--- src/include/eienf_params.svh ---
// Purpose: Offsets, field positions, reset values and counts of the edge/noise filter block
// Assumes: Included by bare name
// Notes: Byte address of a register is four times its index
`ifndef EIENF_PARAMS_SVH
`define EIENF_PARAMS_SVH
`define EIENF_IDX_CFG2 12'h0fd9
`define EIENF_IDX_CFG3 12'h0fda
`define EIENF_IDX_CTRL 12'h0fe0
`define EIENF_IDX_STAT 12'h0fe1
`define EIENF_IDX_MASK 12'h0fe2
`define EIENF_RST_CFG 8'h00
`define EIENF_RST_CTRL 3'h0
`define EIENF_RST_IRQ 2'h0
`define EIENF_CTRL_EN2 0
`define EIENF_CTRL_EN3 1
`define EIENF_CTRL_SLOW 2
`define EIENF_LF_DIV_LAST 2'h3
`endif

--- src/include/eienf_pkg.sv ---
// Purpose: Types of the edge/noise filter block
// Assumes: Nothing
// Notes: Channel 0 of each array is channel two, 1 is channel three
package eienf_pkg;
	typedef enum logic [1:0] {
		EDGE_RISE = 2'b00,
		EDGE_FALL = 2'b01,
		EDGE_BOTH = 2'b10,
		EDGE_RSVD = 2'b11
	} eienf_edge_t;
	typedef enum logic [1:0] {
		RATE_DIV1 = 2'b00,
		RATE_DIV4 = 2'b01,
		RATE_DIV8 = 2'b10,
		RATE_DIV16 = 2'b11
	} eienf_rate_t;
	typedef struct packed {
		logic [2:0] zero;
		logic level;
		eienf_edge_t edgeSel;
		eienf_rate_t rate;
	} eienf_cfg_t;
	typedef enum logic {
		BUS_IDLE = 1'b0,
		BUS_ACK = 1'b1
	} eienf_bus_t;
endpackage

--- src/design/eienf_top.sv ---
// Purpose: Noise filter and edge detector for external interrupt channels two and three
// Assumes: Single clock clk is the gear clock; lfClk is sampled as a pin
// Notes: Avalon-MM slave, one wait state on every access
// Summary of operation
// Channel two edge code 00 rising, 01 falling, 10 both, 11 no request.
// Channel three uses the same edge coding.
// Channel two samples at clk, /4, /8, /16; slow mode samples lfClk/4.
// Channel three sampling rates match channel two.
// Level flag holds filtered level at the last request; zero initially.
// Config bits 7..5 read zero; level read-only; select fields writable.
// Mode changes may cause spurious requests; software masks first.
// Config writes may cause spurious requests; software masks first.
// Software waits twelve low clock periods after entering slow mode.
// Software waits two clk plus three sample periods after leaving slow mode.
// Level flag is refreshed on every request of the channel.
// Disabled channel stops sampling and ignores config writes.
// Fast mode rejects under two samples, accepts three agreeing samples.
// Reset clears all config fields and level flags.
`timescale 1ns/1ps
`include "eienf_params.svh"
`default_nettype none
module eienf_top import eienf_pkg::*; (
	// Clock and reset
	input wire logic clk,
	input wire logic sys_rst,
	// Avalon-MM slave
	input wire logic [13:0] avs_address,
	input wire logic avs_read,
	input wire logic avs_write,
	input wire logic [3:0] avs_byteenable,
	input wire logic [31:0] avs_writedata,
	output logic [31:0] avs_readdata,
	output logic avs_waitrequest,
	// Pins
	input wire logic [1:0] extIrqPin,
	input wire logic lfClk,
	// Requests to the interrupt latch
	output logic [1:0] irqReq,
	output logic irq
);
	function automatic logic sampleTick(input eienf_rate_t rate, input logic [3:0] presc);
		logic t;
		t = 1'b0;
		unique case (rate)
			RATE_DIV1: t = 1'b1;
			RATE_DIV4: t = (presc[1:0] == 2'h0);
			RATE_DIV8: t = (presc[2:0] == 3'h0);
			RATE_DIV16: t = (presc == 4'h0);
		endcase
		return t;
	endfunction

	function automatic logic edgeHit(input eienf_edge_t sel, input logic rise, input logic fall);
		logic h;
		h = 1'b0;
		unique case (sel)
			EDGE_RISE: h = rise;
			EDGE_FALL: h = fall;
			EDGE_BOTH: h = rise | fall;
			EDGE_RSVD: h = 1'b0;
		endcase
		return h;
	endfunction

	function automatic logic isReg(input logic [13:0] addr, input logic [11:0] idx);
		return addr == {idx, 2'b00};
	endfunction

	logic [1:0] pinS1_q, pinS2_q, pinS3_q, pinStable_q, pinStable_d;
	logic lfS1_q, lfS2_q, lfS3_q, lfStable_q, lfStable_d, lfPrev_q, lfPrev_d;
	logic [1:0] lfDiv_q, lfDiv_d;
	logic [3:0] presc_q, presc_d;
	logic [2:0] hist_q [2];
	logic [2:0] hist_d [2];
	logic [1:0] filt_q, filt_d, req_q, req_d, tick, hit;
	logic lfTick, slowMode;
	eienf_cfg_t cfg_q [2];
	eienf_cfg_t cfg_d [2];
	logic [2:0] ctrl_q, ctrl_d;
	logic [1:0] stat_q, stat_d, mask_q, mask_d, chEn;
	logic irq_q, irq_d, wait_q, wait_d;
	logic [31:0] rdata_q, rdata_d;
	eienf_bus_t bus_q, bus_d;
	logic wrLow;

	assign chEn = {ctrl_q[`EIENF_CTRL_EN3], ctrl_q[`EIENF_CTRL_EN2]};
	assign slowMode = ctrl_q[`EIENF_CTRL_SLOW];

	// Pin sync, sampling clocks, noise filter and edge detect
	always_comb begin
		pinStable_d = pinStable_q;
		for (int i = 0; i < 2; i++) begin
			if (pinS2_q[i] == pinS3_q[i]) begin
				pinStable_d[i] = pinS3_q[i];
			end
		end
		lfStable_d = (lfS2_q == lfS3_q) ? lfS3_q : lfStable_q;
		lfPrev_d = lfStable_q;
		lfDiv_d = lfDiv_q;
		lfTick = 1'b0;
		if (lfStable_q && !lfPrev_q) begin
			lfDiv_d = lfDiv_q + 2'h1;
			lfTick = (lfDiv_q == `EIENF_LF_DIV_LAST);
		end
		presc_d = presc_q + 4'h1;
		for (int c = 0; c < 2; c++) begin
			// Disabled channel freezes its sampler
			tick[c] = chEn[c] && (slowMode ? lfTick : sampleTick(cfg_q[c].rate, presc_q));
			hist_d[c] = tick[c] ? {hist_q[c][1:0], pinStable_q[c]} : hist_q[c];
			filt_d[c] = filt_q[c];
			// Three agreeing samples fast, two slow
			if (chEn[c]) begin
				if (slowMode) begin
					if (hist_q[c][1:0] == 2'b11) filt_d[c] = 1'b1;
					if (hist_q[c][1:0] == 2'b00) filt_d[c] = 1'b0;
				end else begin
					if (hist_q[c] == 3'b111) filt_d[c] = 1'b1;
					if (hist_q[c] == 3'b000) filt_d[c] = 1'b0;
				end
			end
			// Mode or config changes are not guarded here
			hit[c] = edgeHit(cfg_q[c].edgeSel, filt_d[c] & ~filt_q[c], ~filt_d[c] & filt_q[c]);
			req_d[c] = hit[c];
		end
	end

	always_ff @(posedge clk or posedge sys_rst) begin
		if (sys_rst) begin
			pinS1_q <= 2'h0;
			pinS2_q <= 2'h0;
			pinS3_q <= 2'h0;
			pinStable_q <= 2'h0;
			lfS1_q <= 1'b0;
			lfS2_q <= 1'b0;
			lfS3_q <= 1'b0;
			lfStable_q <= 1'b0;
			lfPrev_q <= 1'b0;
			lfDiv_q <= 2'h0;
			presc_q <= 4'h0;
			hist_q[0] <= 3'h0;
			hist_q[1] <= 3'h0;
			filt_q <= 2'h0;
			req_q <= 2'h0;
		end else begin
			pinS1_q <= extIrqPin;
			pinS2_q <= pinS1_q;
			pinS3_q <= pinS2_q;
			pinStable_q <= pinStable_d;
			lfS1_q <= lfClk;
			lfS2_q <= lfS1_q;
			lfS3_q <= lfS2_q;
			lfStable_q <= lfStable_d;
			lfPrev_q <= lfPrev_d;
			lfDiv_q <= lfDiv_d;
			presc_q <= presc_d;
			hist_q[0] <= hist_d[0];
			hist_q[1] <= hist_d[1];
			filt_q <= filt_d;
			req_q <= req_d;
		end
	end

	// Register file and Avalon slave
	always_comb begin
		bus_d = bus_q;
		wait_d = wait_q;
		rdata_d = rdata_q;
		ctrl_d = ctrl_q;
		mask_d = mask_q;
		cfg_d[0] = cfg_q[0];
		cfg_d[1] = cfg_q[1];
		wrLow = 1'b0;
		unique case (bus_q)
			BUS_IDLE: begin
				if (avs_read || avs_write) begin
					bus_d = BUS_ACK;
					wait_d = 1'b0;
					rdata_d = 32'h0000_0000;
					if (isReg(avs_address, `EIENF_IDX_CFG2)) begin
						rdata_d[4:0] = cfg_q[0][4:0];
					end
					if (isReg(avs_address, `EIENF_IDX_CFG3)) begin
						rdata_d[4:0] = cfg_q[1][4:0];
					end
					if (isReg(avs_address, `EIENF_IDX_CTRL)) rdata_d[2:0] = ctrl_q;
					if (isReg(avs_address, `EIENF_IDX_STAT)) rdata_d[1:0] = stat_q;
					if (isReg(avs_address, `EIENF_IDX_MASK)) rdata_d[1:0] = mask_q;
				end
			end
			BUS_ACK: begin
				bus_d = BUS_IDLE;
				wait_d = 1'b1;
				wrLow = avs_write && avs_byteenable[0];
			end
		endcase
		if (wrLow) begin
			if (isReg(avs_address, `EIENF_IDX_CTRL)) ctrl_d = avs_writedata[2:0];
			if (isReg(avs_address, `EIENF_IDX_MASK)) mask_d = avs_writedata[1:0];
			// Only select fields are writable, and only while enabled
			if (isReg(avs_address, `EIENF_IDX_CFG2) && chEn[0]) begin
				cfg_d[0].edgeSel = eienf_edge_t'(avs_writedata[3:2]);
				cfg_d[0].rate = eienf_rate_t'(avs_writedata[1:0]);
			end
			if (isReg(avs_address, `EIENF_IDX_CFG3) && chEn[1]) begin
				cfg_d[1].edgeSel = eienf_edge_t'(avs_writedata[3:2]);
				cfg_d[1].rate = eienf_rate_t'(avs_writedata[1:0]);
			end
		end
		for (int c = 0; c < 2; c++) begin
			if (hit[c]) cfg_d[c].level = filt_d[c];
		end
		stat_d = stat_q;
		if (wrLow && isReg(avs_address, `EIENF_IDX_STAT)) stat_d = stat_q & ~avs_writedata[1:0];
		stat_d = stat_d | hit;
		irq_d = |(stat_d & mask_d);
	end

	always_ff @(posedge clk or posedge sys_rst) begin
		if (sys_rst) begin
			bus_q <= BUS_IDLE;
			wait_q <= 1'b1;
			rdata_q <= 32'h0000_0000;
			ctrl_q <= `EIENF_RST_CTRL;
			mask_q <= `EIENF_RST_IRQ;
			stat_q <= `EIENF_RST_IRQ;
			irq_q <= 1'b0;
			cfg_q[0] <= `EIENF_RST_CFG;
			cfg_q[1] <= `EIENF_RST_CFG;
		end else begin
			bus_q <= bus_d;
			wait_q <= wait_d;
			rdata_q <= rdata_d;
			ctrl_q <= ctrl_d;
			mask_q <= mask_d;
			stat_q <= stat_d;
			irq_q <= irq_d;
			cfg_q[0] <= cfg_d[0];
			cfg_q[1] <= cfg_d[1];
		end
	end

	assign avs_readdata = rdata_q;
	assign avs_waitrequest = wait_q;
	assign irqReq = req_q;
	assign irq = irq_q;
endmodule
`default_nettype wire

--- config.mk ---
export PLATFORM = sky130hd
export DESIGN_NAME = eienf_top
export DESIGN_NICKNAME = d
export VERILOG_FILES = /design/src/include/eienf_pkg.sv /design/src/design/eienf_top.sv
export VERILOG_INCLUDE_DIRS = /design/src /design/src/include
export SDC_FILE = /design/constraint.sdc
export NUM_CORES = 1
export LEC_CHECK = 0
export CAP_MARGIN = 20
export CORE_AREA = 2 2 69 71
export CTS_BUF_LIST = sky130_fd_sc_hd__clkbuf_4 sky130_fd_sc_hd__clkbuf_8 sky130_fd_sc_hd__clkbuf_16
export CTS_CLUSTER_SIZE = 24
export DETAILED_ROUTE_END_ITERATION = 16
export DIE_AREA = 0 0 71 73
export DONT_BUFFER_PORTS = 1
export PLACE_DENSITY_LB_ADDON = 0.12
export SYNTH_ARGS = -nofsm -noshare
export SYNTH_HDL_FRONTEND = slang
export SYNTH_SLANG_ARGS = --single-unit
--- constraint.sdc ---
create_clock -name clk -period 5.4 [get_ports clk]
set_input_delay 0.27 -clock clk [delete_from_list [all_inputs] [get_ports clk]]
set_output_delay 0.27 -clock clk [all_outputs]
set_load 0.01 [all_outputs]
==> results.md <==
- Unrepaired setup endpoints after global routing: no
- # diodes: 0
- Met3 Track Usage GR: under 10%
- Number of flops mapped to enable cells by yosys: 0
- CTS tree: yes
- Crit start category: flip-flop
- Synth Cell Area: between 2000 and 3000 um2
- Worst-path clk slew: about 0.09 ns
- GR Util All Layers: 17.82%
- Met1 Track Usage GR: 23.38%
- Clock sink count: 54
- Pwr/cell area: 278.0 nW/um2
- Post-Place Worst Slack: 3.026 ns
- Filler Cell Count: between 300 and 400
- CTS Buf Count: 5
- Antenna violations before repair: 0
- Worst-margin pin slew: 0.7797 ns
- Detailed placer's ending HPWL: 3291 um
- Die width: ~71 um
- CP Class: reg -> reg
- Final period util: roughly 44%
- Clock root buffer: clkbuf_8
- Die area: between 5000 and 6000 um2
- Critical Path End Type: flip-flop
- # rows: 25
- Post-route setup TNS: 0 ns
- Drt total wl: ~4400 um
- Minimum clock period: between 2 and 2.5 ns
- Ys Warns: 0
- Die H: ~73 um
- Per-cell routed wire length: 15.60 um
- Core Region: 4536 um2
- Post-DRT Antenna Nets: 0
- Worst setup margin: ~3.0 ns
- Layout cells sized above 1: about 17%
- # IOs: 93
- Via-to-Cell Ratio: 5.433
- MaxCap Viol Count: 0
- Fin. Hold Viols: 0
- Drt first pass iters: 4
- Setup violations, final: 0
- Gpl congestion: ~0.80
- Final nets: 290
- Worst-Skew Late Latency: 0.30 ns
- Max Root-Sink Buffers: 2
- Gr ovfl total: 0
- IR Drop Worst-Case VDD: between 0.0001 and 0.00015 V
- Synthesis-to-finish area growth: 4.675%
- Seq/Total Area, Yosys: ~53%
- Worst Skew: about 0.0084 ns
- Drt initial violations: 122
- FF+latch count, synth: between 50 and 60
- Outcome: complete, no violations
- Busiest grt layer: met2
- DR DRC count: 0
- Required time worst endpoint: ~5.6 ns
- Reg-to-reg slack, setup: 3.02 ns
- Synth Flop Type: dfrtp_1
- Slew Limit Headroom: a little under half
- Slew Limit Fails: 0
- Leak: approximately 1.2 nW
- Vias in the first global route: between 1000 and 1500
- Mean post-synth cell area: 11.61 um2
- Pin count of the biggest net entering global routing: 55
- Met2 Resource Use GR: between 20% and 30%
- Initial core utilization: between 50% and 60%
- Hold/Removal Path Class: in -> reg
- Port Buffer Count: 0
- Crit Path Max Fanout: 8
- Synth unique cells: between 40 and 50
- Synth Instances: 219
- Ys async rst share: 100.0%
- Via count: 1532
- Arrival time worst endpoint: approximately 2.6 ns
- H-Tree Level Count: 2
- Global-route wire length before repair: between 7000 and 8000 um
- Fmax: 419.9 MHz
==> cells in the mapped netlist, types with 2 or more instances <==
cell	number	share of area, %
buf_4	27	8.0
nand2_1	11	1.6
inv_1	12	1.8
dfrtp_1	53	52
nor3_1	2	0.39
nor4_1	4	0.98
nor2_1	10	1.5
nand3_1	4	0.79
a221oi_1	2	0.69
nor2b_1	3	0.74
maj3_1	3	1.2
a21o_1	2	0.59
a311oi_1	2	0.69
mux2i_1	2	0.79
a21oi_1	7	1.4
mux2_2	21	9.3
xor2_1	2	0.69
o21ai_0	10	2.0
a221o_1	2	0.79
a32oi_1	2	0.69
or2_2	2	0.49
ha_1	6	3.0
and3_1	3	0.74
buf_2	2	0.39
or3_4	2	0.89
nor4b_1	2	0.69
==> through the flow <==
| step | cell area [um2] | cells | hold WS [ns] | total power, mW | util [%] |
|---|---|---|---|---|---|
| 2_1_floorplan | 2640 | 245 | 0.3014 | 0.4968 | - |
| 3_5_place_dp | 2491 | 269 | 0.3015 | 0.4932 | 54.92 |
| 3_3_place_gp | 2491 | 269 | 0.3015 | 0.4893 | 54.92 |
| 4_1_cts | 2631 | 280 | 0.1084 | 0.7459 | 58.01 |
| 5_1_grt | 2661 | 282 | 0.1021 | 0.7750 | 58.68 |
| 6_report | 2661 | 282 | 0.1142 | 0.7399 | 58.68 |
==> layout make-up <==
type / instances / area [um2] / share of cell area (%)
multi-input combinational: 149 / 1026 / 38.55
inverter: 12 / 45.04 / 1.693
sequential: 54 / 1353 / 50.82
timing repair buffer: 5 / 60.06 / 2.257
tap: 54 / 67.56 / 2.539
clock buffer: 8 / 110.1 / 4.137
==> metal layers <==
metal | part of all wire, % | vias up
met4 | 1.5 | 0
met1 | 44 | 744
met5 | 0 | -
li1 | - | 734
met2 | 50 | 47
met3 | 4.2 | 7
==> sequential cells by signal, summed over array words and instances, names as in the netlist <==
| register | cells |
|---|---|
| lfS3_q | 1 |
| filt_q | 2 |
| bus_q | 1 |
| irq | 1 |
| lfPrev_q | 1 |
| lfS1_q | 1 |
| cfg_q | 10 |
| stat_q | 2 |
| pinS2_q | 2 |
| avs_readdata | 5 |
| pinStable_q | 2 |
| pinS3_q | 2 |
| lfDiv_q | 2 |
| hist_q | 6 |
| lfS2_q | 1 |
| pinS1_q | 2 |
| lfPrev_d | 1 |
| ctrl_q | 3 |
| irqReq | 2 |
| presc_q | 4 |
| mask_q | 2 |
| avs_waitrequest | 1 |
==> where the power goes <==
group	switching (mW)	leakage, nW	internal (mW)
Combinational	0.0314	0.485	0.0195
Clock	0.123	0.0575	0.130
Sequential	0.0126	0.707	0.424
Total	0.167	1.25	0.573
==> worst paths after layout <==
check | to | cells past startpoint | start
max reg2reg | cfg_q[12]$_DFFE_PP0P_ | 9 | ctrl_q[2]$_DFFE_PP0P_
max in group asynchronous | avs_waitrequest$_DFFE_PP1P_ | 3 | sys_rst
min reg2reg | lfS2_q$_DFF_PP0_ | 0 | lfS1_q$_DFF_PP0_
max | cfg_q[12]$_DFFE_PP0P_ | 9 | ctrl_q[2]$_DFFE_PP0P_
min | cfg_q[1]$_DFFE_PP0P_ | 1 | avs_writedata[1]
min in group asynchronous | lfDiv_q[0]$_DFFE_PP0P_ | 2 | sys_rst
==> kinds of logic after synthesis <==
logic type / Yosys count / synth area share [%]
flops: 54 / 53.20
simple gates: 52 / 11.76
buf+inv: 42 / 10.29
compound gates: 35 / 9.351
mux: 23 / 10.09
fa+ha+maj: 9 / 4.134
xor+xnor: 3 / 1.034
other cells: 1 / 0.1475
==> critical path, stage by stage, from the launching register on <==
cell	delay [ns]
dfrtp_1	0.50
inv_1	0.10
a211o_1	0.32
a21oi_1	0.19
a21oi_1	0.08
ha_1	0.28
inv_1	0.05
mux2i_1	0.06
o22ai_1	0.31
mux2_2	0.38
==> layout by cell type (no fill, tap or decap), types with 2 or more instances in the layout <==
| master | n |
|---|---|
| dfrtp_1 | 53 |
| conb_1 | 27 |
| mux2_2 | 21 |
| nand2_1 | 11 |
| inv_1 | 11 |
| nor2_1 | 10 |
| o21ai_0 | 10 |
| clkbuf_8 | 8 |
| a21oi_1 | 7 |
| ha_1 | 6 |
| nand3_1 | 4 |
| nor4_1 | 4 |
| dlygate4sd3_1 | 4 |
| nor2b_1 | 3 |
| and3_1 | 3 |
| maj3_1 | 3 |
| or3_4 | 2 |
| nor4b_1 | 2 |
| a221oi_1 | 2 |
| xor2_1 | 2 |
| mux2i_1 | 2 |
| a21o_1 | 2 |
| or2_2 | 2 |
| a32oi_1 | 2 |
| a221o_1 | 2 |
| a311oi_1 | 2 |
| nor3_1 | 2 |
==> repair_timing <==
item / CTS / global route
setup buffers: 0 / 0
hold endpoints to repair: 3 / 10
hold buffers: 3 / 1
gates resized for setup: 0 / 0
Power figures use the tool's default switching activity.
